## config.mk

```make
export PLATFORM = sky130hd
export DESIGN_NAME = ets_timer
export DESIGN_NICKNAME = d
export VERILOG_FILES = /design/src/rtl/ets_pkg.sv /design/src/rtl/ets_buf2.sv /design/src/rtl/ets_timer.sv
export VERILOG_INCLUDE_DIRS = /design/src /design/src/rtl
export SDC_FILE = /design/constraint.sdc
export NUM_CORES = 1
export LEC_CHECK = 0
export BUFFER_PORTS_ARGS = -buffer_cell sky130_fd_sc_hd__buf_2
export CORE_ASPECT_RATIO = 0.8
export CORE_MARGIN = 2
export CORE_UTILIZATION = 40
export CTS_BUF_LIST = sky130_fd_sc_hd__clkbuf_8 sky130_fd_sc_hd__clkbuf_16
export CTS_CLUSTER_SIZE = 25
export DETAILED_ROUTE_END_ITERATION = 12
export HOLD_SLACK_MARGIN = 0.05
export PLACE_DENSITY = 0.67
export SYNTH_ARGS = -nofsm -noshare
export SYNTH_HDL_FRONTEND = slang
export SYNTH_HIERARCHICAL = 1
export SYNTH_SLANG_ARGS = --single-unit
```

## constraint.sdc

```tcl
create_clock -name core_clk_in -period 3.45 [get_ports core_clk_in]
set_clock_uncertainty 0.2 [all_clocks]
set_input_delay 0.5175 -clock core_clk_in [delete_from_list [all_inputs] [get_ports core_clk_in]]
set_output_delay 0.5175 -clock core_clk_in [all_outputs]
set_load 0.1 [all_outputs]
```

## src/rtl/ets_consts.svh

```systemverilog
// Offsets, field positions and reset values of the eight-bit timer
`ifndef ETS_CONSTS_SVH
`define ETS_CONSTS_SVH

// ==========================================================
// Register indices, byte address is four times the index
`define ETS_IDX_CTL 10'h042
`define ETS_IDX_PLD 10'h043
`define ETS_IDX_CNT 10'h044

// ==========================================================
// Control register fields
`define ETS_CTL_EN 0
`define ETS_CTL_START 1
`define ETS_CTL_SEL_LO 2
`define ETS_CTL_SEL_HI 3
`define ETS_CTL_TXBIT 4
`define ETS_CTL_RXBIT 5
`define ETS_CTL_PIN1_TMR 6
`define ETS_CTL_PIN2_TMR 7

// ==========================================================
// Reset values and limits
`define ETS_CTL_RST 8'h00
`define ETS_PLD_RST 8'h00
`define ETS_CNT_RST 8'h00
`define ETS_CNT_MAX 8'hff
`define ETS_CNT_ONE 8'h01

// ==========================================================
// Bus answers
`define ETS_RESP_OKAY 2'b00
`define ETS_RESP_SLVERR 2'b10
`define ETS_RDATA_ZERO 32'h0000_0000

`endif

```

## src/rtl/ets_pkg.sv

```systemverilog
// Types shared by the eight-bit timer files
package ets_pkg;

    // ==========================================================
    // Counter clock sources
    typedef enum logic [1:0] {
        ETS_SRC_MCLK = 2'b00,
        ETS_SRC_ACLK = 2'b01,
        ETS_SRC_PIN = 2'b10,
        ETS_SRC_MCLK_AND_PIN = 2'b11
    } ets_clk_sel_t;

    // ==========================================================
    // Counter run state, one-hot
    typedef enum logic [1:0] {
        ETS_ST_RUN = 2'b01,
        ETS_ST_ARMED = 2'b10
    } ets_state_t;

endpackage

```

## src/rtl/ets_buf2.sv

```systemverilog
// Small valid/ready buffer with flip-flop storage
`timescale 1ns/10ps
module ets_buf2 import ets_pkg::*; #(
    parameter int unsigned WIDTH = 1,
    parameter int unsigned DEPTH = 2
) (
    input wire logic core_clk_in,
    input wire logic rst_n_in,
    input wire logic in_valid_in,
    output logic in_ready_out,
    input wire logic [WIDTH-1:0] in_data_in,
    output logic out_valid_out,
    input wire logic out_ready_in,
    output logic [WIDTH-1:0] out_data_out
);
    localparam int unsigned PW = (DEPTH > 1) ? $clog2(DEPTH) : 1;
    localparam int unsigned CW = $clog2(DEPTH + 1);

    logic [WIDTH-1:0] mem_ff [DEPTH];
    logic [PW-1:0] wr_ptr_ff;
    logic [PW-1:0] rd_ptr_ff;
    logic [CW-1:0] fill_ff;
    logic push;
    logic pop;

    // ==========================================================
    // Handshakes
    assign in_ready_out = (fill_ff != CW'(DEPTH));
    assign out_valid_out = (fill_ff != '0);
    assign push = in_valid_in && in_ready_out;
    assign pop = out_valid_out && out_ready_in;
    assign out_data_out = mem_ff[rd_ptr_ff];

    // ==========================================================
    // Storage
    always_ff @(posedge core_clk_in) begin
        if (push) begin
            mem_ff[wr_ptr_ff] <= in_data_in;
        end
    end

    // ==========================================================
    // Pointers and fill level
    always_ff @(posedge core_clk_in or negedge rst_n_in) begin
        if (!rst_n_in) begin
            wr_ptr_ff <= '0;
            rd_ptr_ff <= '0;
            fill_ff <= '0;
        end else begin
            if (push) begin
                wr_ptr_ff <= (wr_ptr_ff == PW'(DEPTH - 1)) ? '0 : wr_ptr_ff + PW'(1);
            end
            if (pop) begin
                rd_ptr_ff <= (rd_ptr_ff == PW'(DEPTH - 1)) ? '0 : rd_ptr_ff + PW'(1);
            end
            if (push && !pop) begin
                fill_ff <= fill_ff + CW'(1);
            end else if (pop && !push) begin
                fill_ff <= fill_ff - CW'(1);
            end
        end
    end
endmodule

```

## src/rtl/ets_timer.sv

```systemverilog
// Eight-bit up-counter with preload, clock select and serial bit latches
//
// How it works
// - An eight-bit counter only counts up and a separate preload register holds its next start.
// - Two control bits pick the count clock from master, auxiliary, pin, or master AND pin.
// - Any write to the counter with byte lane 0 strobed copies the preload value into it, ignoring the written data.
// - The preload takes a new value at any time without disturbing the running count.
// - Software can read and write the preload register freely.
// - With enable high, not armed and the receive buffer not full, the counter steps by one per selected clock edge, otherwise it holds.
// - With start detection on the counter waits for a start edge on the receive pin, then runs.
// - After the first interval following the start the receive level is sampled into its latch.
// - Receive and transmit latches are both clocked by the counter carry-out.
// - Software supplies each transmit bit and the pin shows it bit by bit at the interval pace.
// - The receive/clock pin and the second pin switch between port use and timer use.
// - The auxiliary clock runs at crystal rate and the master clock is a whole multiple of it.
`timescale 1ns/10ps
`include "ets_consts.svh"
module ets_timer import ets_pkg::*; #(
    parameter int unsigned ADDR_W = 12,
    parameter int unsigned MCLK_DIV = 4,
    parameter int unsigned ACLK_MULT = 32,
    parameter int unsigned BUF_DEPTH = 2
) (
    input wire logic core_clk_in,
    input wire logic rst_n_in,
    input wire logic [ADDR_W-1:0] s_axi_awaddr_in,
    input wire logic s_axi_awvalid_in,
    output logic s_axi_awready_out,
    input wire logic [31:0] s_axi_wdata_in,
    input wire logic [3:0] s_axi_wstrb_in,
    input wire logic s_axi_wvalid_in,
    output logic s_axi_wready_out,
    output logic [1:0] s_axi_bresp_out,
    output logic s_axi_bvalid_out,
    input wire logic s_axi_bready_in,
    input wire logic [ADDR_W-1:0] s_axi_araddr_in,
    input wire logic s_axi_arvalid_in,
    output logic s_axi_arready_out,
    output logic [31:0] s_axi_rdata_out,
    output logic [1:0] s_axi_rresp_out,
    output logic s_axi_rvalid_out,
    input wire logic s_axi_rready_in,
    input wire logic timer_clock_receive_pin_in,
    output logic timer_clock_receive_pin_out,
    output logic timer_clock_receive_pin_oe_out,
    input wire logic timer_shared_second_pin_in,
    output logic timer_shared_second_pin_out,
    output logic timer_shared_second_pin_oe_out,
    input wire logic port1_out_in,
    input wire logic port1_oe_in,
    input wire logic port2_out_in,
    input wire logic port2_oe_in,
    output logic port1_level_out,
    output logic port2_level_out,
    output logic carry_out,
    output logic rx_bit_valid_out,
    output logic rx_bit_data_out,
    input wire logic rx_bit_ready_in
);
    localparam int unsigned MW = $clog2(MCLK_DIV);
    localparam int unsigned AW = $clog2(ACLK_MULT);
    localparam int unsigned IW = ADDR_W - 2;

    logic [MW-1:0] mdiv_ff;
    logic [AW-1:0] adiv_ff;
    logic mclk_tick;
    logic aclk_tick;
    logic [7:0] ctl_ff;
    logic [7:0] preload_ff;
    logic [7:0] cnt_ff;
    logic carry_ff;
    logic receive_bit_latch_ff;
    logic transmit_bit_latch_ff;
    logic pin1_prev_ff;
    ets_state_t state_ff;
    logic src_tick;
    logic adv;
    logic carry;
    logic start_edge;
    logic cnt_load;
    logic buf_ready;
    logic wr_go;
    logic rd_go;
    logic [IW-1:0] wr_idx;
    logic [IW-1:0] rd_idx;
    logic wr_lane;
    logic bvalid_ff;
    logic [1:0] bresp_ff;
    logic rvalid_ff;
    logic [1:0] rresp_ff;
    logic [31:0] rdata_ff;
    ets_clk_sel_t clk_sel;

    // ==========================================================
    // Clock enables: master from core clock, auxiliary from master
    assign mclk_tick = (mdiv_ff == MW'(MCLK_DIV - 1));
    assign aclk_tick = mclk_tick && (adiv_ff == AW'(ACLK_MULT - 1));

    always_ff @(posedge core_clk_in or negedge rst_n_in) begin
        if (!rst_n_in) begin
            mdiv_ff <= '0;
        end else begin
            mdiv_ff <= mclk_tick ? '0 : mdiv_ff + MW'(1);
        end
    end

    always_ff @(posedge core_clk_in or negedge rst_n_in) begin
        if (!rst_n_in) begin
            adiv_ff <= '0;
        end else if (mclk_tick) begin
            adiv_ff <= aclk_tick ? '0 : adiv_ff + AW'(1);
        end
    end

    // ==========================================================
    // Source select and pin edges
    assign clk_sel = ets_clk_sel_t'(ctl_ff[`ETS_CTL_SEL_HI:`ETS_CTL_SEL_LO]);

    always_comb begin
        unique case (clk_sel)
            ETS_SRC_MCLK: src_tick = mclk_tick;
            ETS_SRC_ACLK: src_tick = aclk_tick;
            ETS_SRC_PIN: src_tick = timer_clock_receive_pin_in && !pin1_prev_ff;
            ETS_SRC_MCLK_AND_PIN: src_tick = mclk_tick && timer_clock_receive_pin_in;
        endcase
    end

    always_ff @(posedge core_clk_in or negedge rst_n_in) begin
        if (!rst_n_in) begin
            pin1_prev_ff <= 1'b1;
        end else begin
            pin1_prev_ff <= timer_clock_receive_pin_in;
        end
    end

    // Start bit is a high-to-low change on the receive pin
    assign start_edge = pin1_prev_ff && !timer_clock_receive_pin_in;

    // ==========================================================
    // Bus decode
    // Both write channels are taken together; a lone channel waits
    assign wr_go = s_axi_awvalid_in && s_axi_wvalid_in && !bvalid_ff;
    assign rd_go = s_axi_arvalid_in && !rvalid_ff;
    assign s_axi_awready_out = wr_go;
    assign s_axi_wready_out = wr_go;
    assign s_axi_arready_out = !rvalid_ff;
    assign wr_idx = s_axi_awaddr_in[ADDR_W-1:2];
    assign rd_idx = s_axi_araddr_in[ADDR_W-1:2];
    assign wr_lane = s_axi_wstrb_in[0];
    assign cnt_load = (wr_go && wr_idx == IW'(`ETS_IDX_CNT) && wr_lane) ||
        (state_ff == ETS_ST_ARMED && start_edge);

    // ==========================================================
    // Control register
    always_ff @(posedge core_clk_in or negedge rst_n_in) begin
        if (!rst_n_in) begin
            ctl_ff <= `ETS_CTL_RST;
        end else if (wr_go && wr_lane && wr_idx == IW'(`ETS_IDX_CTL)) begin
            ctl_ff <= s_axi_wdata_in[7:0];
        end
    end

    // ==========================================================
    // Preload register, free to change while counting
    always_ff @(posedge core_clk_in or negedge rst_n_in) begin
        if (!rst_n_in) begin
            preload_ff <= `ETS_PLD_RST;
        end else if (wr_go && wr_lane && wr_idx == IW'(`ETS_IDX_PLD)) begin
            preload_ff <= s_axi_wdata_in[7:0];
        end
    end

    // ==========================================================
    // Run state: armed waits for the start edge
    always_ff @(posedge core_clk_in or negedge rst_n_in) begin
        if (!rst_n_in) begin
            state_ff <= ETS_ST_RUN;
        end else if (wr_go && wr_lane && wr_idx == IW'(`ETS_IDX_CTL)) begin
            state_ff <= s_axi_wdata_in[`ETS_CTL_START] ? ETS_ST_ARMED : ETS_ST_RUN;
        end else begin
            unique case (state_ff)
                ETS_ST_RUN: state_ff <= ETS_ST_RUN;
                ETS_ST_ARMED: state_ff <= start_edge ? ETS_ST_RUN : ETS_ST_ARMED;
                default: state_ff <= ETS_ST_RUN;
            endcase
        end
    end

    // ==========================================================
    // Counter
    // A full receive buffer stalls counting so no sampled bit is lost
    assign adv = src_tick && ctl_ff[`ETS_CTL_EN] && (state_ff == ETS_ST_RUN) &&
        buf_ready && !cnt_load;
    assign carry = adv && (cnt_ff == `ETS_CNT_MAX);

    always_ff @(posedge core_clk_in or negedge rst_n_in) begin
        if (!rst_n_in) begin
            cnt_ff <= `ETS_CNT_RST;
        end else if (cnt_load) begin
            cnt_ff <= preload_ff;
        end else if (adv) begin
            cnt_ff <= cnt_ff + `ETS_CNT_ONE;
        end
    end

    always_ff @(posedge core_clk_in or negedge rst_n_in) begin
        if (!rst_n_in) begin
            carry_ff <= 1'b0;
        end else begin
            carry_ff <= carry;
        end
    end

    // ==========================================================
    // Serial bit latches on carry-out
    always_ff @(posedge core_clk_in or negedge rst_n_in) begin
        if (!rst_n_in) begin
            receive_bit_latch_ff <= 1'b1;
            transmit_bit_latch_ff <= 1'b1;
        end else if (carry) begin
            receive_bit_latch_ff <= timer_clock_receive_pin_in;
            transmit_bit_latch_ff <= ctl_ff[`ETS_CTL_TXBIT];
        end
    end

    ets_buf2 #(
        .WIDTH(1),
        .DEPTH(BUF_DEPTH)
    ) u_rx_buf (
        .core_clk_in(core_clk_in),
        .rst_n_in(rst_n_in),
        .in_valid_in(carry),
        .in_ready_out(buf_ready),
        .in_data_in(timer_clock_receive_pin_in),
        .out_valid_out(rx_bit_valid_out),
        .out_ready_in(rx_bit_ready_in),
        .out_data_out(rx_bit_data_out)
    );

    // ==========================================================
    // Pin sharing
    assign timer_clock_receive_pin_out = port1_out_in;
    assign timer_clock_receive_pin_oe_out = !ctl_ff[`ETS_CTL_PIN1_TMR] && port1_oe_in;
    assign timer_shared_second_pin_out = ctl_ff[`ETS_CTL_PIN2_TMR] ?
        transmit_bit_latch_ff : port2_out_in;
    assign timer_shared_second_pin_oe_out = ctl_ff[`ETS_CTL_PIN2_TMR] || port2_oe_in;
    assign port1_level_out = timer_clock_receive_pin_in;
    assign port2_level_out = timer_shared_second_pin_in;
    assign carry_out = carry_ff;

    // ==========================================================
    // Write response
    always_ff @(posedge core_clk_in or negedge rst_n_in) begin
        if (!rst_n_in) begin
            bvalid_ff <= 1'b0;
            bresp_ff <= `ETS_RESP_OKAY;
        end else if (wr_go) begin
            bvalid_ff <= 1'b1;
            bresp_ff <= (wr_idx == IW'(`ETS_IDX_CTL) || wr_idx == IW'(`ETS_IDX_PLD) ||
                wr_idx == IW'(`ETS_IDX_CNT)) ? `ETS_RESP_OKAY : `ETS_RESP_SLVERR;
        end else if (s_axi_bready_in) begin
            bvalid_ff <= 1'b0;
        end
    end

    // ==========================================================
    // Read response
    always_ff @(posedge core_clk_in or negedge rst_n_in) begin
        if (!rst_n_in) begin
            rvalid_ff <= 1'b0;
            rresp_ff <= `ETS_RESP_OKAY;
            rdata_ff <= `ETS_RDATA_ZERO;
        end else if (rd_go) begin
            rvalid_ff <= 1'b1;
            rresp_ff <= `ETS_RESP_OKAY;
            if (rd_idx == IW'(`ETS_IDX_CTL)) begin
                rdata_ff <= {24'h00_0000, ctl_ff[7:6], receive_bit_latch_ff, ctl_ff[4:0]};
            end else if (rd_idx == IW'(`ETS_IDX_PLD)) begin
                rdata_ff <= {24'h00_0000, preload_ff};
            end else if (rd_idx == IW'(`ETS_IDX_CNT)) begin
                rdata_ff <= {24'h00_0000, cnt_ff};
            end else begin
                rdata_ff <= `ETS_RDATA_ZERO;
                rresp_ff <= `ETS_RESP_SLVERR;
            end
        end else if (s_axi_rready_in) begin
            rvalid_ff <= 1'b0;
        end
    end

    assign s_axi_bvalid_out = bvalid_ff;
    assign s_axi_bresp_out = bresp_ff;
    assign s_axi_rvalid_out = rvalid_ff;
    assign s_axi_rresp_out = rresp_ff;
    assign s_axi_rdata_out = rdata_ff;

    // ==========================================================
    // Assertions
    property p_inc;
        @(posedge core_clk_in) disable iff (!rst_n_in)
        adv |=> cnt_ff == $past(cnt_ff) + `ETS_CNT_ONE;
    endproperty
    a_inc: assert property (p_inc) else $error("counter did not step by one");

    property p_hold;
        @(posedge core_clk_in) disable iff (!rst_n_in)
        (!ctl_ff[`ETS_CTL_EN] && !cnt_load) |=> $stable(cnt_ff);
    endproperty
    a_hold: assert property (p_hold) else $error("disabled counter moved");

    property p_load;
        @(posedge core_clk_in) disable iff (!rst_n_in)
        cnt_load |=> cnt_ff == $past(preload_ff);
    endproperty
    a_load: assert property (p_load) else $error("counter write did not load preload");

    property p_preload;
        @(posedge core_clk_in) disable iff (!rst_n_in)
        (wr_go && wr_lane && wr_idx == IW'(`ETS_IDX_PLD) && !cnt_load && adv)
            |=> preload_ff == $past(s_axi_wdata_in[7:0]) && cnt_ff == $past(cnt_ff) + `ETS_CNT_ONE;
    endproperty
    a_preload: assert property (p_preload) else $error("preload write disturbed count");

    property p_src_sel;
        @(posedge core_clk_in) disable iff (!rst_n_in)
        (clk_sel == ETS_SRC_ACLK) |-> (src_tick == aclk_tick);
    endproperty
    a_src_sel: assert property (p_src_sel) else $error("aux clock source wrong");

    property p_aclk;
        @(posedge core_clk_in) disable iff (!rst_n_in)
        aclk_tick |-> mclk_tick ##1 !aclk_tick [*3];
    endproperty
    a_aclk: assert property (p_aclk) else $error("aux clock not a master multiple");

    property p_armed;
        @(posedge core_clk_in) disable iff (!rst_n_in)
        (state_ff == ETS_ST_ARMED) |-> !adv;
    endproperty
    a_armed: assert property (p_armed) else $error("counting while armed");

    property p_start;
        @(posedge core_clk_in) disable iff (!rst_n_in)
        (state_ff == ETS_ST_ARMED && start_edge && !wr_go) |=> state_ff == ETS_ST_RUN;
    endproperty
    a_start: assert property (p_start) else $error("start edge missed");

    property p_carry;
        @(posedge core_clk_in) disable iff (!rst_n_in)
        carry_ff |-> cnt_ff == `ETS_CNT_RST && $past(cnt_ff) == `ETS_CNT_MAX ##1 !carry_ff;
    endproperty
    a_carry: assert property (p_carry) else $error("carry not on wrap");

    property p_rx;
        @(posedge core_clk_in) disable iff (!rst_n_in)
        carry |=> receive_bit_latch_ff == $past(timer_clock_receive_pin_in);
    endproperty
    a_rx: assert property (p_rx) else $error("receive level not sampled");

    property p_tx;
        @(posedge core_clk_in) disable iff (!rst_n_in)
        !carry |=> $stable(transmit_bit_latch_ff);
    endproperty
    a_tx: assert property (p_tx) else $error("transmit latch moved without carry");

    property p_pin2;
        @(posedge core_clk_in) disable iff (!rst_n_in)
        ctl_ff[`ETS_CTL_PIN2_TMR] |-> timer_shared_second_pin_oe_out &&
            timer_shared_second_pin_out == transmit_bit_latch_ff;
    endproperty
    a_pin2: assert property (p_pin2) else $error("second pin not driven by timer");

    property p_stall;
        @(posedge core_clk_in) disable iff (!rst_n_in)
        !buf_ready |-> !adv;
    endproperty
    a_stall: assert property (p_stall) else $error("counted with full buffer");

    c_wrap: cover property (@(posedge core_clk_in) disable iff (!rst_n_in) carry_ff);
    c_start: cover property (@(posedge core_clk_in) disable iff (!rst_n_in)
        state_ff == ETS_ST_ARMED ##1 state_ff == ETS_ST_RUN);
    c_full: cover property (@(posedge core_clk_in) disable iff (!rst_n_in) !buf_ready);
    c_pin_src: cover property (@(posedge core_clk_in) disable iff (!rst_n_in)
        clk_sel == ETS_SRC_PIN && adv);
endmodule

```

==> key figures <==
Run status
  – Status: finished, final reports clean

Floorplan
  – Die Area: just under 8000 um2
  – Die width: a little under 100 um
  – Die Y-Extent: around 80 um
  – Core ar.: between 6000 and 7000 um2
  – IO Pins: 124
  – Initial core utilization: 41.7%
  – Row count: 27

Final layout
  – Ratio of cells with drive above 1 in the final layout: a little under a third
  – Util after Layout: 47.1%
  – NumNets Final: around 420
  – Fillers: 686
  – Area Overhead vs Synth: 12.9%
  – Diodes inserted: 0

CTS
  – Postcts setup bufs: 0
  – CTS sink count: 54
  – Clk pin slew, worst setup/hold paths: ~90 ps
  – Clock Tree Buf Depth: 2
  – Cts hold-fix bufs: 0
  – H-tree levels: 2
  – Skew-Pair Late Insertion Delay: 300 ps
  – CTS tree: built
  – Root buf cell: clkbuf_8
  – Post-CTS sizing: 0
  – CTS Buf Count: 5

Worst setup path
  – Crit path kind: reg2reg
  – Most frequent CP cell: ha_1
  – Cell Chain, Critical Path: ha_1 -> and3_1 -> ha_1 -> nor2b_1 -> nor3b_2 -> nor2_1 -> nor4b_1 -> buf_4 -> nand2_1 -> inv_1 -> ha_1 -> xor2_1 -> nor2_1 -> xor2_1
  – Startpoint types: flip-flop
  – Crit Path Max Fanout: 5
  – Peak per-stage delay on the critical path: roughly 400 ps
  – Critical Path Slowest Stage Cell: dfrtp_1
  – CP Launch Point: adiv_ff[0]
  – CP endpoint kind: flip-flop
  – Worst Path Arrival: 2880 ps
  – Reg2reg start: adiv_ff[0]
  – CP required: 3440 ps
  – Register-to-register setup slack: ~560 ps

Min path
  – Hold WC Path Type: in2async

Detailed routing
  – 1st-pass router iterations: 4
  – DRC Markers: 0
  – Final WL: 5550 um
  – Starting DRT DRC Count: 55
  – DR vias: approximately 2100
  – Via density: about 4.9
  – Drt wl/cell: approximately 13 um
  – Routed Antenna Nets: 0

Logic synthesis
  – Top cell type's share of synthesized area: slightly above 40%
  – Syn Inst Count: 276
  – Ys Warns: 6
  – Synth area leaders: dfrtp_1 41%, buf_4 7.8%, mux2_2 7.8%, dfstp_2 3.6%, a21oi_1 3.3%
  – Post-synth EDFFs: 2
  – Ys async rst share: around 96%
  – Synth cell types: 52
  – Count leader, synth: dfrtp_1
  – Syn Std Cell Area: 2900 um2
  – Ys flop type: dfrtp_1
  – Avg Synthesized Cell Area: roughly 11 um2
  – Most area-hungry cell type in the Yosys netlist: dfrtp_1
  – Commonest cells post-synth: 48 x dfrtp_1, 30 x buf_4, 25 x nor2_1
  – FF+latch count, synth: 54
  – Seq/Total Area, Yosys: 47.1%

STA
  – Fin. Hold Viols: 0
  – Final Worst Setup Slack: roughly 560 ps
  – Final hold slack: about 110 ps
  – Worst-margin pin slew: around 850 ps
  – Final period util: between 80% and 90%
  – TNS Setup: 0 ps
  – Fmax: 346 MHz
  – Final Setup Violations: 0
  – Slew HR: 43.3%
  – Post-layout min period: ~2900 ps
  – Pins Over Slew Limit: 0
  – RSZ-0062 raised after global routing: no

Pwr
  – PwrDens: 379 nW/um2
  – Peak supply drop: about 0.00017 V
  – LEAKAGE: 1.72 nW
  – Total power: 0.00124 W

Global routing
  – Largest net degree at the start of global routing: 39
  – Gr ovfl total: 0
  – Initial antenna violation count: 0
  – Vias in the first global route: 1921
  – First-pass GRT wire length: 9140 um
  – GRT Total Usage: about 15%

Placed design
  – Worst slack at placement: ~550 ps
  – Final GP Congestion: between 0.8 and 0.9
  – Hpwl dp: 4170 um
  – PortBufs: 62

Flow run
  – Maxcap violations: 0
## area by class of cell
| type | instances | area (um2) | area share (%) |
|---|---|---|---|
| clock buffer | 5 | 68.8 | 2.10 |
| tap | 87 | 109 | 3.32 |
| timing repair buffer | 68 | 355 | 10.8 |
| clock inverter | 3 | 12.5 | 0.382 |
| sequential | 54 | 1370 | 41.7 |
| multi-input combinational | 199 | 1330 | 40.5 |
| inverter | 10 | 37.5 | 1.15 |
## routing by layer
layer	vias to the layer above	GRT usage [%]	wire, um
met5	-	0	0
met4	0	4.11	54
met3	5	3.22	402
met2	77	22.2	2350
met1	973	21.1	2740
li1	1021	-	-
## registers in the layout (all words and copies together), names as in the netlist
name	flops
s_axi_bvalid_out	1
carry_out	1
mdiv_ff	2
cnt_ff	8
s_axi_rresp_out	1
s_axi_rvalid_out	1
u_rx_buf/mem_ff	2
adiv_ff	5
ctl_ff	7
transmit_bit_latch_ff	1
s_axi_rdata_out	8
preload_ff	8
state_ff	2
s_axi_bresp_out	1
pin1_prev_ff	1
receive_bit_latch_ff	1
u_rx_buf/rd_ptr_ff	1
u_rx_buf/wr_ptr_ff	1
u_rx_buf/fill_ff	2
## critical path, delay by kind of cell, from the launching register on
kind                       cells  cell delay, ps
adders and majority gates      3             610
buffers and inverters          2             240
xor gates and xnor gates       2             300
and+or+nand+nor                7            1020
DFF                            1             400
## stage by stage
step | cells | instance area, um2
2_1_floorplan | 301 | 3000
3_3_place_gp | 418 | 3200
3_5_place_dp | 418 | 3200
4_1_cts | 426 | 3280
5_1_grt | 426 | 3280
6_report | 426 | 3280
## cells by family (layout without fill, tap and decap cells)
family / Yosys count / count (layout) / synth area share, %
multiplexers: 30 / 30 / 11.3
AO/OA/AOI/OAI: 47 / 47 / 9.53
AND/OR/NAND/NOR: 79 / 79 / 15.8
other: 1 / 26 / 0.129
adder cells (fa/ha/maj): 5 / 5 / 2.16
XOR/XNOR: 12 / 12 / 3.62
flip-flops: 54 / 54 / 47.1
buffers and inverters: 48 / 86 / 10.4
## final timing paths
kind	cells past startpoint	end
min in group core_clk_in	1	pin1_prev_ff
min	1	u_rx_buf/fill_ff[1]
max reg2reg	14	u_rx_buf/fill_ff[1]
max	14	u_rx_buf/fill_ff[1]
min reg2reg	1	mdiv_ff[0]
max in group asynchronous	2	transmit_bit_latch_ff
## cells in the final DEF, fill, tap and decap left out, types with 2 or more instances in the layout
| master | count |
|---|---|
| dfrtp_1 | 48 |
| a21o_1 | 2 |
| a21oi_1 | 19 |
| nand3_1 | 3 |
| buf_2 | 62 |
| and2_1 | 2 |
| mux2_1 | 2 |
| buf_4 | 6 |
| conb_1 | 26 |
| o21ai_0 | 13 |
| dfstp_2 | 4 |
| inv_1 | 11 |
| nor2_1 | 25 |
| nor2b_1 | 6 |
| o22ai_1 | 2 |
| and3_1 | 4 |
| nand2_1 | 17 |
| clkbuf_8 | 5 |
| nor4b_1 | 2 |
| and4b_1 | 2 |
| o2111ai_1 | 4 |
| xor2_1 | 9 |
| nor4_1 | 2 |
| edfxtp_1 | 2 |
| mux2i_1 | 8 |
| xnor2_1 | 3 |
| mux2_2 | 20 |
| ha_1 | 5 |
## where the power goes
part,switching (W),total (W),internal [W]
clock network,0.000197,0.000334,0.000137
logic,0.000230,0.000264,0.0000337
registers,0.00000332,0.000645,0.000641
total,0.000430,0.00124,0.000812
No activity file was read; power rests on OpenSTA's default activity.
